`src/fspmg_pkg.sv`:
```
package fspmg_pkg;

  // ==========================================================
  // register map (byte addresses on the peripheral store bus)
  localparam logic [15:0] FSPMG_UNLOCK_KEY_ADDR   = 16'hffa0;
  localparam logic [15:0] FSPMG_ERROR_STATUS_ADDR = 16'hffa1;
  localparam logic [15:0] FSPMG_MODE_CTRL_ADDR    = 16'hffa2;

  // ==========================================================
  // field positions and values
  localparam int unsigned FSPMG_MODE_BIT_POS   = 0;
  localparam int unsigned FSPMG_PROT_LSB       = 2;
  localparam int unsigned FSPMG_PROT_MSB       = 6;
  localparam int unsigned FSPMG_SEQ_ERR_POS    = 0;
  localparam int unsigned FSPMG_VERIFY_ERR_POS = 1;
  localparam int unsigned FSPMG_WEP_ERR_POS    = 2;
  localparam logic [7:0]  FSPMG_UNLOCK_KEY     = 8'ha5;
  localparam logic [7:0]  FSPMG_STATUS_RESET   = 8'h00;
  localparam logic [7:0]  FSPMG_RDATA_RESET    = 8'h00;
  localparam logic        FSPMG_MODE_RESET     = 1'b0;
  localparam logic [4:0]  FSPMG_PROT_RESET     = 5'h00;

  // ==========================================================
  // timing: halt release after entry into self-programming
  localparam int unsigned FSPMG_CLK_MHZ        = 250;
  localparam int unsigned FSPMG_HALT_REL_US    = 10;
  localparam int unsigned FSPMG_HALT_REL_EXTRA = 2;
  // longest time plus two extra cycles
  localparam int unsigned FSPMG_HALT_REL_CYC   =
    FSPMG_HALT_REL_US * FSPMG_CLK_MHZ + FSPMG_HALT_REL_EXTRA;
  localparam int unsigned FSPMG_TMR_W          = 12;

  // ==========================================================
  // types
  typedef enum logic [1:0] {
    FSPMG_SEQ_IDLE = 2'b00,
    FSPMG_SEQ_KEY  = 2'b01,
    FSPMG_SEQ_VAL  = 2'b10,
    FSPMG_SEQ_INV  = 2'b11
  } fspmg_seq_type;

  typedef struct packed {
    logic        en;
    logic [15:0] addr;
    logic [7:0]  data;
  } fspmg_store_type;

  typedef struct packed {
    logic       verify_fail;
    logic       prog_write;
    logic [7:0] prog_data;
    logic [7:0] cell_data;
  } fspmg_prog_ev_type;

endpackage

```
`src/fspmg_halt_timer.sv`:
```
`timescale 1ns/100ps
`default_nettype none

module fspmg_halt_timer (
  input  wire logic core_clk,    // core clock
  input  wire logic rst_n,       // async reset, active low
  input  wire logic start,       // pulse: self-prog mode entered
  input  wire logic halt_active, // cpu sits in halt
  output logic      release_pls  // pulse: end the halt
);
  import fspmg_pkg::*;

  localparam logic [FSPMG_TMR_W-1:0] LAST_CNT = FSPMG_TMR_W'(FSPMG_HALT_REL_CYC - 2);

  logic [FSPMG_TMR_W-1:0] cnt_reg;
  logic                   run_reg;

  // ==========================================================
  // count up; release fires one cycle after the last count
  // bounded halt release
  always_ff @(posedge core_clk or negedge rst_n) begin
    if (!rst_n) begin
      run_reg <= 1'b0;
      cnt_reg <= '0;
    end else if (start) begin
      run_reg <= 1'b1;
      cnt_reg <= '0;
    end else if (run_reg) begin
      if (halt_active && cnt_reg >= LAST_CNT) begin
        run_reg <= 1'b0;
      end else if (cnt_reg < LAST_CNT) begin
        cnt_reg <= cnt_reg + 1'b1;
      end
    end
  end

  always_ff @(posedge core_clk or negedge rst_n) begin
    if (!rst_n) begin
      release_pls <= 1'b0;
    end else begin
      release_pls <= run_reg && !start && halt_active && cnt_reg >= LAST_CNT;
    end
  end

endmodule

`default_nettype wire

```
`src/fspmg_guard.sv`:
```
`timescale 1ns/100ps
`default_nettype none

module fspmg_guard (
  input  wire logic                       core_clk,        // core clock, 250 MHz
  input  wire logic                       rst_n,           // async reset, active low
  input  wire fspmg_pkg::fspmg_store_type store_req,       // cpu peripheral store
  input  wire logic                       rd_en,           // cpu peripheral read
  input  wire logic [15:0]                rd_addr,         // read address
  input  wire logic [7:0]                 protect_byte,    // stored protect byte
  input  wire fspmg_pkg::fspmg_prog_ev_type prog_ev,       // sequencer events
  input  wire logic                       halt_active,     // cpu halted
  output logic [7:0]                      rd_data,         // read data, next cycle
  output logic                            self_prog_mode_bit, // mode bit
  output logic                            int_inhibit,     // block interrupt service
  output logic                            halt_release,    // pulse: end halt
  output logic [2:0]                      error_flags      // status bits 2..0
);
  import fspmg_pkg::*;

  fspmg_seq_type seq_reg;
  fspmg_seq_type seq_next;
  logic [7:0]    val_reg;
  logic [4:0]    protect_select_field;
  logic          prot_loaded_reg;
  logic          seq_err_set;
  logic          mode_wr_ok;
  logic          enter_pls;
  logic          wep_set;
  logic [7:0]    status_reg;
  logic          sts_wr;

  wire is_key  = store_req.en && store_req.addr == FSPMG_UNLOCK_KEY_ADDR;
  wire is_mode = store_req.en && store_req.addr == FSPMG_MODE_CTRL_ADDR;

  // ==========================================================
  // unlock sequence decode
  always_comb begin
    seq_next    = seq_reg;
    seq_err_set = 1'b0;
    mode_wr_ok  = 1'b0;
    if (is_key) begin
      seq_err_set = seq_reg != FSPMG_SEQ_IDLE;
      seq_next    = (store_req.data == FSPMG_UNLOCK_KEY) ? FSPMG_SEQ_KEY : FSPMG_SEQ_IDLE;
    end else if (is_mode) begin
      unique case (seq_reg)
        FSPMG_SEQ_IDLE: seq_err_set = 1'b1;
        FSPMG_SEQ_KEY: seq_next = FSPMG_SEQ_VAL;
        FSPMG_SEQ_VAL: begin
          if (store_req.data == ~val_reg) begin
            seq_next = FSPMG_SEQ_INV;
          end else begin
            seq_next    = FSPMG_SEQ_IDLE;
            seq_err_set = 1'b1;
          end
        end
        FSPMG_SEQ_INV: begin
          seq_next    = FSPMG_SEQ_IDLE;
          mode_wr_ok  = store_req.data == val_reg;
          seq_err_set = !mode_wr_ok;
        end
      endcase
    end else if (store_req.en && seq_reg != FSPMG_SEQ_IDLE) begin
      seq_next    = FSPMG_SEQ_IDLE;
      seq_err_set = 1'b1;
    end
  end

  always_ff @(posedge core_clk or negedge rst_n) begin
    if (!rst_n) begin
      seq_reg <= FSPMG_SEQ_IDLE;
    end else begin
      seq_reg <= seq_next;
    end
  end

  // key register itself holds nothing readable; only the wanted value is kept
  always_ff @(posedge core_clk or negedge rst_n) begin
    if (!rst_n) begin
      val_reg <= 8'h00;
    end else if (is_mode && seq_reg == FSPMG_SEQ_KEY) begin
      val_reg <= store_req.data;
    end
  end

  // ==========================================================
  // mode bit and protect field
  always_ff @(posedge core_clk or negedge rst_n) begin
    if (!rst_n) begin
      self_prog_mode_bit <= FSPMG_MODE_RESET;
    end else if (mode_wr_ok) begin
      self_prog_mode_bit <= val_reg[FSPMG_MODE_BIT_POS];
    end
  end

  // strap caught by a clock edge after release, never by the reset itself
  always_ff @(posedge core_clk or negedge rst_n) begin
    if (!rst_n) begin
      prot_loaded_reg      <= 1'b0;
      protect_select_field <= FSPMG_PROT_RESET;
    end else if (!prot_loaded_reg) begin
      prot_loaded_reg      <= 1'b1;
      protect_select_field <= protect_byte[FSPMG_PROT_MSB:FSPMG_PROT_LSB];
    end
  end

  always_ff @(posedge core_clk or negedge rst_n) begin
    if (!rst_n) begin
      int_inhibit <= 1'b0;
    end else begin
      int_inhibit <= mode_wr_ok ? val_reg[FSPMG_MODE_BIT_POS] : self_prog_mode_bit;
    end
  end

  assign enter_pls = mode_wr_ok && val_reg[FSPMG_MODE_BIT_POS] && !self_prog_mode_bit;

  fspmg_halt_timer u_halt_timer (
    .core_clk    (core_clk),
    .rst_n       (rst_n),
    .start       (enter_pls),
    .halt_active (halt_active),
    .release_pls (halt_release)
  );

  // ==========================================================
  // error status; hardware set wins over software clear
  assign sts_wr  = store_req.en && store_req.addr == FSPMG_ERROR_STATUS_ADDR;
  assign wep_set = prog_ev.prog_write && |(prog_ev.prog_data & ~prog_ev.cell_data);

  always_ff @(posedge core_clk or negedge rst_n) begin
    if (!rst_n) begin
      status_reg <= FSPMG_STATUS_RESET;
    end else begin
      status_reg[FSPMG_SEQ_ERR_POS] <= seq_err_set ||
        (status_reg[FSPMG_SEQ_ERR_POS] && !(sts_wr && !store_req.data[FSPMG_SEQ_ERR_POS]));
      status_reg[FSPMG_VERIFY_ERR_POS] <= prog_ev.verify_fail ||
        (status_reg[FSPMG_VERIFY_ERR_POS] && !(sts_wr && !store_req.data[FSPMG_VERIFY_ERR_POS]));
      status_reg[FSPMG_WEP_ERR_POS] <= wep_set ||
        (status_reg[FSPMG_WEP_ERR_POS] && !(sts_wr && !store_req.data[FSPMG_WEP_ERR_POS]));
      status_reg[7:3] <= 5'h00;
    end
  end

  assign error_flags = status_reg[2:0];

  // ==========================================================
  // read port
  always_ff @(posedge core_clk or negedge rst_n) begin
    if (!rst_n) begin
      rd_data <= FSPMG_RDATA_RESET;
    end else if (rd_en) begin
      unique case (rd_addr)
        FSPMG_ERROR_STATUS_ADDR: rd_data <= status_reg;
        FSPMG_MODE_CTRL_ADDR: rd_data <= {1'b0, protect_select_field, 1'b0, self_prog_mode_bit};
        default: rd_data <= 8'h00;
      endcase
    end
  end

  // ==========================================================
  // checks

  // halt bound helper: cycles since entry, saturating; a delay range cannot reach that far
  localparam logic [FSPMG_TMR_W-1:0] HALT_LAST_CNT = FSPMG_TMR_W'(FSPMG_HALT_REL_CYC - 2);

  logic [FSPMG_TMR_W-1:0] entry_cnt_reg;
  logic                   entry_wait_reg;

  always_ff @(posedge core_clk or negedge rst_n) begin
    if (!rst_n) begin
      entry_wait_reg <= 1'b0;
      entry_cnt_reg  <= '0;
    end else if (enter_pls) begin
      entry_wait_reg <= 1'b1;
      entry_cnt_reg  <= '0;
    end else if (halt_release) begin
      entry_wait_reg <= 1'b0;
    end else if (entry_wait_reg && entry_cnt_reg < HALT_LAST_CNT) begin
      entry_cnt_reg <= entry_cnt_reg + 1'b1;
    end
  end

  a_mode_needs_seq: assert property (@(posedge core_clk) disable iff (!rst_n)
    $changed(self_prog_mode_bit) |-> $past(seq_reg) == FSPMG_SEQ_INV && $past(is_mode))
    else $error("mode bit changed outside fourth store");

  a_stray_mode_err: assert property (@(posedge core_clk) disable iff (!rst_n)
    is_mode && seq_reg == FSPMG_SEQ_IDLE |=> status_reg[0] && $stable(self_prog_mode_bit))
    else $error("stray mode write not flagged");

  a_foreign_store_err: assert property (@(posedge core_clk) disable iff (!rst_n)
    store_req.en && !is_key && !is_mode && seq_reg != FSPMG_SEQ_IDLE
    |=> status_reg[0] && seq_reg == FSPMG_SEQ_IDLE)
    else $error("foreign store in sequence not flagged");

  a_seq_err_clear: assert property (@(posedge core_clk) disable iff (!rst_n)
    sts_wr && !store_req.data[0] && !seq_err_set |=> !status_reg[0])
    else $error("sequence error not cleared by zero");

  a_flag_keep_one: assert property (@(posedge core_clk) disable iff (!rst_n)
    sts_wr && store_req.data[2:0] == 3'h7 |=> status_reg[2:0] == $past(status_reg[2:0])
      || $past(seq_err_set || prog_ev.verify_fail || wep_set))
    else $error("writing one altered a flag");

  a_upper_zero: assert property (@(posedge core_clk) disable iff (!rst_n)
    status_reg[7:3] == 5'h00)
    else $error("status upper bits nonzero");

  a_wep_set: assert property (@(posedge core_clk) disable iff (!rst_n)
    wep_set |=> status_reg[2])
    else $error("unerased write not flagged");

  a_verify_set: assert property (@(posedge core_clk) disable iff (!rst_n)
    prog_ev.verify_fail |=> status_reg[1])
    else $error("verify failure not flagged");

  a_int_inhibit: assert property (@(posedge core_clk) disable iff (!rst_n)
    self_prog_mode_bit |-> int_inhibit)
    else $error("interrupts not inhibited in self-prog");

  a_halt_release: assert property (@(posedge core_clk) disable iff (!rst_n)
    entry_wait_reg && halt_active && !halt_release && entry_cnt_reg == HALT_LAST_CNT
    |=> halt_release)
    else $error("halt not released in time");

  a_prot_readonly: assert property (@(posedge core_clk) disable iff (!rst_n)
    prot_loaded_reg |=> $stable(protect_select_field))
    else $error("protect field changed");

  c_enter_mode: cover property (@(posedge core_clk) disable iff (!rst_n)
    mode_wr_ok && val_reg[0]);
  c_leave_mode: cover property (@(posedge core_clk) disable iff (!rst_n)
    mode_wr_ok && !val_reg[0] && self_prog_mode_bit);
  c_seq_abort: cover property (@(posedge core_clk) disable iff (!rst_n)
    seq_err_set && seq_reg == FSPMG_SEQ_VAL);
  c_halt_rel: cover property (@(posedge core_clk) disable iff (!rst_n) halt_release);

endmodule

`default_nettype wire

```
`config.mk`:
```
export PLATFORM = sky130hd
export DESIGN_NAME = fspmg_guard
export DESIGN_NICKNAME = d
export VERILOG_FILES = /design/src/fspmg_pkg.sv /design/src/fspmg_halt_timer.sv /design/src/fspmg_guard.sv
export SDC_FILE = /design/constraint.sdc
export NUM_CORES = 1
export LEC_CHECK = 0
export BUFFER_PORTS_ARGS = -buffer_cell sky130_fd_sc_hd__buf_4
export CAP_MARGIN = 20
export CORE_MARGIN = 1
export CORE_UTILIZATION = 46
export CTS_CLUSTER_DIAMETER = 100
export DETAILED_ROUTE_END_ITERATION = 7
export GPL_TIMING_DRIVEN = 0
export PLACE_DENSITY = 0.76
export SYNTH_ARGS = -nofsm -noshare
export SYNTH_HDL_FRONTEND = slang
export SYNTH_SLANG_ARGS = --single-unit
```
`constraint.sdc`:
```
create_clock -name core_clk -period 2.4 [get_ports core_clk]
set_clock_uncertainty 0.1 [all_clocks]
set_input_delay 0.24 -clock core_clk [delete_from_list [all_inputs] [get_ports core_clk]]
set_output_delay 0.24 -clock core_clk [all_outputs]
set_load 0.02 [all_outputs]
```
==> flow_summary_export.csv <==
group,metric,value,unit
run_status,outcome,"completed",
cells_and_area,multiInputGateArea,1120,um2
sta,rsz0062_at_grt,"false",
clock_network,cts_sinks,41,
cells_and_area,final_nets,388,
cells_and_area,fin_area,3080,um2
pwr,intPower,0.00112,W
die,initial_core_util,48.1,%
sta,tns,0,ps
clock_network,clock_latency,300,ps
clock_network,htreeDepth,2,
worst_setup_path,cp_data_required_time,2490,ps
route,wl_per_cell,13.0,um
synth,ys_warn_count,0,
worst_setup_path,r2r_start,"u_halt_timer.cnt_reg[5]",
synth,postSynthAreaPerCell,10.2,um2
global_route,gr-total-overflow,0,
sta,worst-slew-pin-transition,669,ps
worst_setup_path,end_kind,"flip-flop",
sta,period_share,92.7,%
pwr,p_per_area,468,nW/um2
cells_and_area,drive_above_1_share,36.9,%
synth,synthesis.nets,300,
synth,synth_top_area_share,45.2,%
synth,ys_types,47,
worst_setup_path,start_kind,"flip-flop",
die,die_w,72.3,um
synth,synth_top_area_cell,"dfrtp_1",
route,initialDrtViolationCount,66,
pwr,pwr-share-comb,11.6,%
route,drc_errors,0,
die,die_h,72.3,um
pwr,p_switching,0.000326,W
sta,setup_slack,176,ps
place,portBuffers,80,
worst_setup_path,path_class,"flip-flop to flip-flop",
global_route,grt_pass1_wl,8120,um
route,dr.pass1.iters,4,
worst_setup_path,cp.arrival,2320,ps
pwr,peakVddDrop,0.000338,V
clock_network,cts_tree,"done",
synth,synthFlopType,"dfrtp_1",
worst_setup_path,cpPeakStageDelay,580,ps
die,core,4720,um2
synth,synth_edf_count,0,
cells_and_area,areaGrowthSynthToFinish,35.8,%
pwr,swShare,22.6,%
synth,yosys-top-cells-area,"dfrtp_1, mux2_2, xnor2_1",
clock_network,numCtsBuffers,5,
route,vias_per_cell,5.18,
cells_and_area,fillerInstances,390,
pwr,clkPwrFrac,39.1,%
place,dpl.hpwl,3900,um
pwr,power_frac_seq,49.2,%
pwr,p_leak,1.42,nW
global_route,first_global_vias,1831,
worst_setup_path,crit_path_cell_trace,"clkbuf_1, nor4_1, o21ai_1, a2111oi_0, xnor2_1, nor2_1",
cells_and_area,regArea,1030,um2
global_route,grt_usage,20.4,%
synth,yosys_register_bits,41,
worst_hold_path,min_path_cells,2,
worst_setup_path,reg2reg_to,"u_halt_timer.cnt_reg[9]",
worst_hold_path,hold_class,"input pin to flip-flop",
worst_setup_path,reg2reg_depth,6,
cells_and_area,largest_reg_flops,12,
worst_setup_path,crit_path_max_fanout,10,
synth,synth-seq-area-share,45.2,%
worst_hold_path,hp-start,"prog_ev[17]",
die,rows,25,
sta,fmax,450,MHz
sta,fin_crit,2220,ps
place,dpl_cell_area,2960,um2
worst_setup_path,critPathTopFamily,"compound AO/OA/AOI/OAI gates",
worst_setup_path,ff2ff_setup_slack,180,ps
global_route,grt_max_degree,42,
synth,synth_cells,223,
die,design.die.area,5220,um2
route,ant_nets,0,
global_route,antenna_found_initial,0,
sta,slew_headroom,55.1,%
synth,syn_area,2270,um2
clock_network,clockBufferDepth,2,
worst_hold_path,holdPathEnd,"status_reg[1]",
sta,drv_slew,0,
flow_run,drv_cap,0,
route,vias,1963,
worst_setup_path,cp_slowest_cell,"a2111oi_0",
cells_and_area,antenna_cells,0,
die,ios,85,
place,place.gp.congestion,0.842,
sta,finalHoldViolations,0,
sta,finalSetupViolCount,0,
worst_setup_path,cp_num_buf_inv,1,
synth,async_flop_share,100,%
pwr,power,0.00144,W
route,finalWirelength,4940,um
clock_network,root_buffer,"clkbuf_8",
place,place_worst_setup_slack,115,ps
clock_network,cts.clk_slew.worst_paths,80,ps
[worst max-delay path by stage]
| stage | start | to | slack (ps) | cells past startpoint |
|---|---|---|---|---|
| after floorplan | store_req[11] | u_halt_timer.cnt_reg[0] | 410 | 7 |
| after global placement | store_req[11] | u_halt_timer.cnt_reg[2] | 160 | 8 |
| after detailed placement | store_req[11] | u_halt_timer.cnt_reg[7] | 110 | 8 |
| after CTS | u_halt_timer.cnt_reg[5] | u_halt_timer.cnt_reg[5] | 190 | 6 |
| after global routing | u_halt_timer.cnt_reg[5] | u_halt_timer.cnt_reg[9] | 10 | 6 |
| final | u_halt_timer.cnt_reg[5] | u_halt_timer.cnt_reg[9] | 180 | 6 |
[power by group through the flow]
stage / clock network (W) / registers (W) / logic [W]
after floorplan: 0 / 0.000726 / 0.0000470
after global placement: 0 / 0.000723 / 0.000164
after detailed placement: 0 / 0.000724 / 0.000168
after CTS: 0.000580 / 0.000710 / 0.000170
after global routing: 0.000605 / 0.000712 / 0.000184
final: 0.000564 / 0.000710 / 0.000168
[timing repair]
action / CTS / global route
hold buffers: 1 / 0
setup buffers: 0 / 0
hold endpoints to repair: 41 / 0
setup endpoints to repair: 0 / 2
gates resized for setup: 0 / 2
[cells in the mapped netlist (2+ instances only)]
cell and n:
a2111oi_0 3, a211oi_1 2, a21oi_1 8, a2bb2oi_1 2
buf_4 3, clkbuf_1 3, conb_1 2, dfrtp_1 41
ha_1 6, inv_1 22, mux2_2 16, nand2_1 9
nand2b_1 4, nand3_1 10, nand4_1 11, nor2_1 18
nor2b_1 2, nor4_1 4, nor4_4 2, nor4bb_1 2
o21ai_0 4, o22ai_1 8, xnor2_1 17
[through the flow]
| stage | instances | util, % | hold WS, ps |
|---|---|---|---|
| floorplan | 223 | - | -156 |
| global placement | 370 | 62.6 | 145 |
| detailed placement | 370 | 62.6 | 148 |
| CTS | 379 | 65.2 | 18.4 |
| global route | 379 | 65.3 | 18.0 |
| finish | 379 | 65.3 | 29.6 |
[per-layer routing]
layer  track usage (%)  part of all wire [%]  up-vias
met5                 0                     0        -
met4              6.32                   1.5        0
met3              5.83                   6.9        8
met2              36.0                    49       67
met1              24.0                    43      922
li1                  -                     -      966
[cells in the final DEF (no fill, tap or decap), drive strengths merged, types with 6 or more instances in the layout]
cell	netlist	final
o22ai	8	8
a21oi	8	8
nand3	10	10
inv	22	22
buf	4	84
ha	6	6
mux2	16	16
nand2	10	10
nor2	18	18
clkbuf	3	8
nor4	6	6
nand4	11	11
xnor2	17	17
dfrtp	41	41
[cell type report]
| type | instances | share of cell area [%] |
|---|---|---|
| inverters | 22 | 2.68 |
| multi-input cells | 153 | 36.3 |
| plain buffers | 7 | 1.46 |
| clock inverters | 3 | 1.50 |
| clock buffers | 5 | 2.23 |
| repair buffers | 81 | 19.8 |
| flip-flops and latches | 41 | 33.3 |
| well taps | 67 | 2.72 |
[logic make-up (layout without fill, tap and decap cells)]
group / count (synthesis) / after routing / share of synthesized area (%)
simple gates: 75 / 75 / 20.1
buf+inv: 29 / 118 / 5.62
compound gates: 35 / 35 / 10.1
other cells: 2 / 2 / 0.331
fa+ha+maj: 6 / 6 / 3.31
flops: 41 / 41 / 45.2
mux: 17 / 17 / 8.37
xor+xnor: 18 / 18 / 6.94
Note: power is estimated with default switching activity, not from simulation.
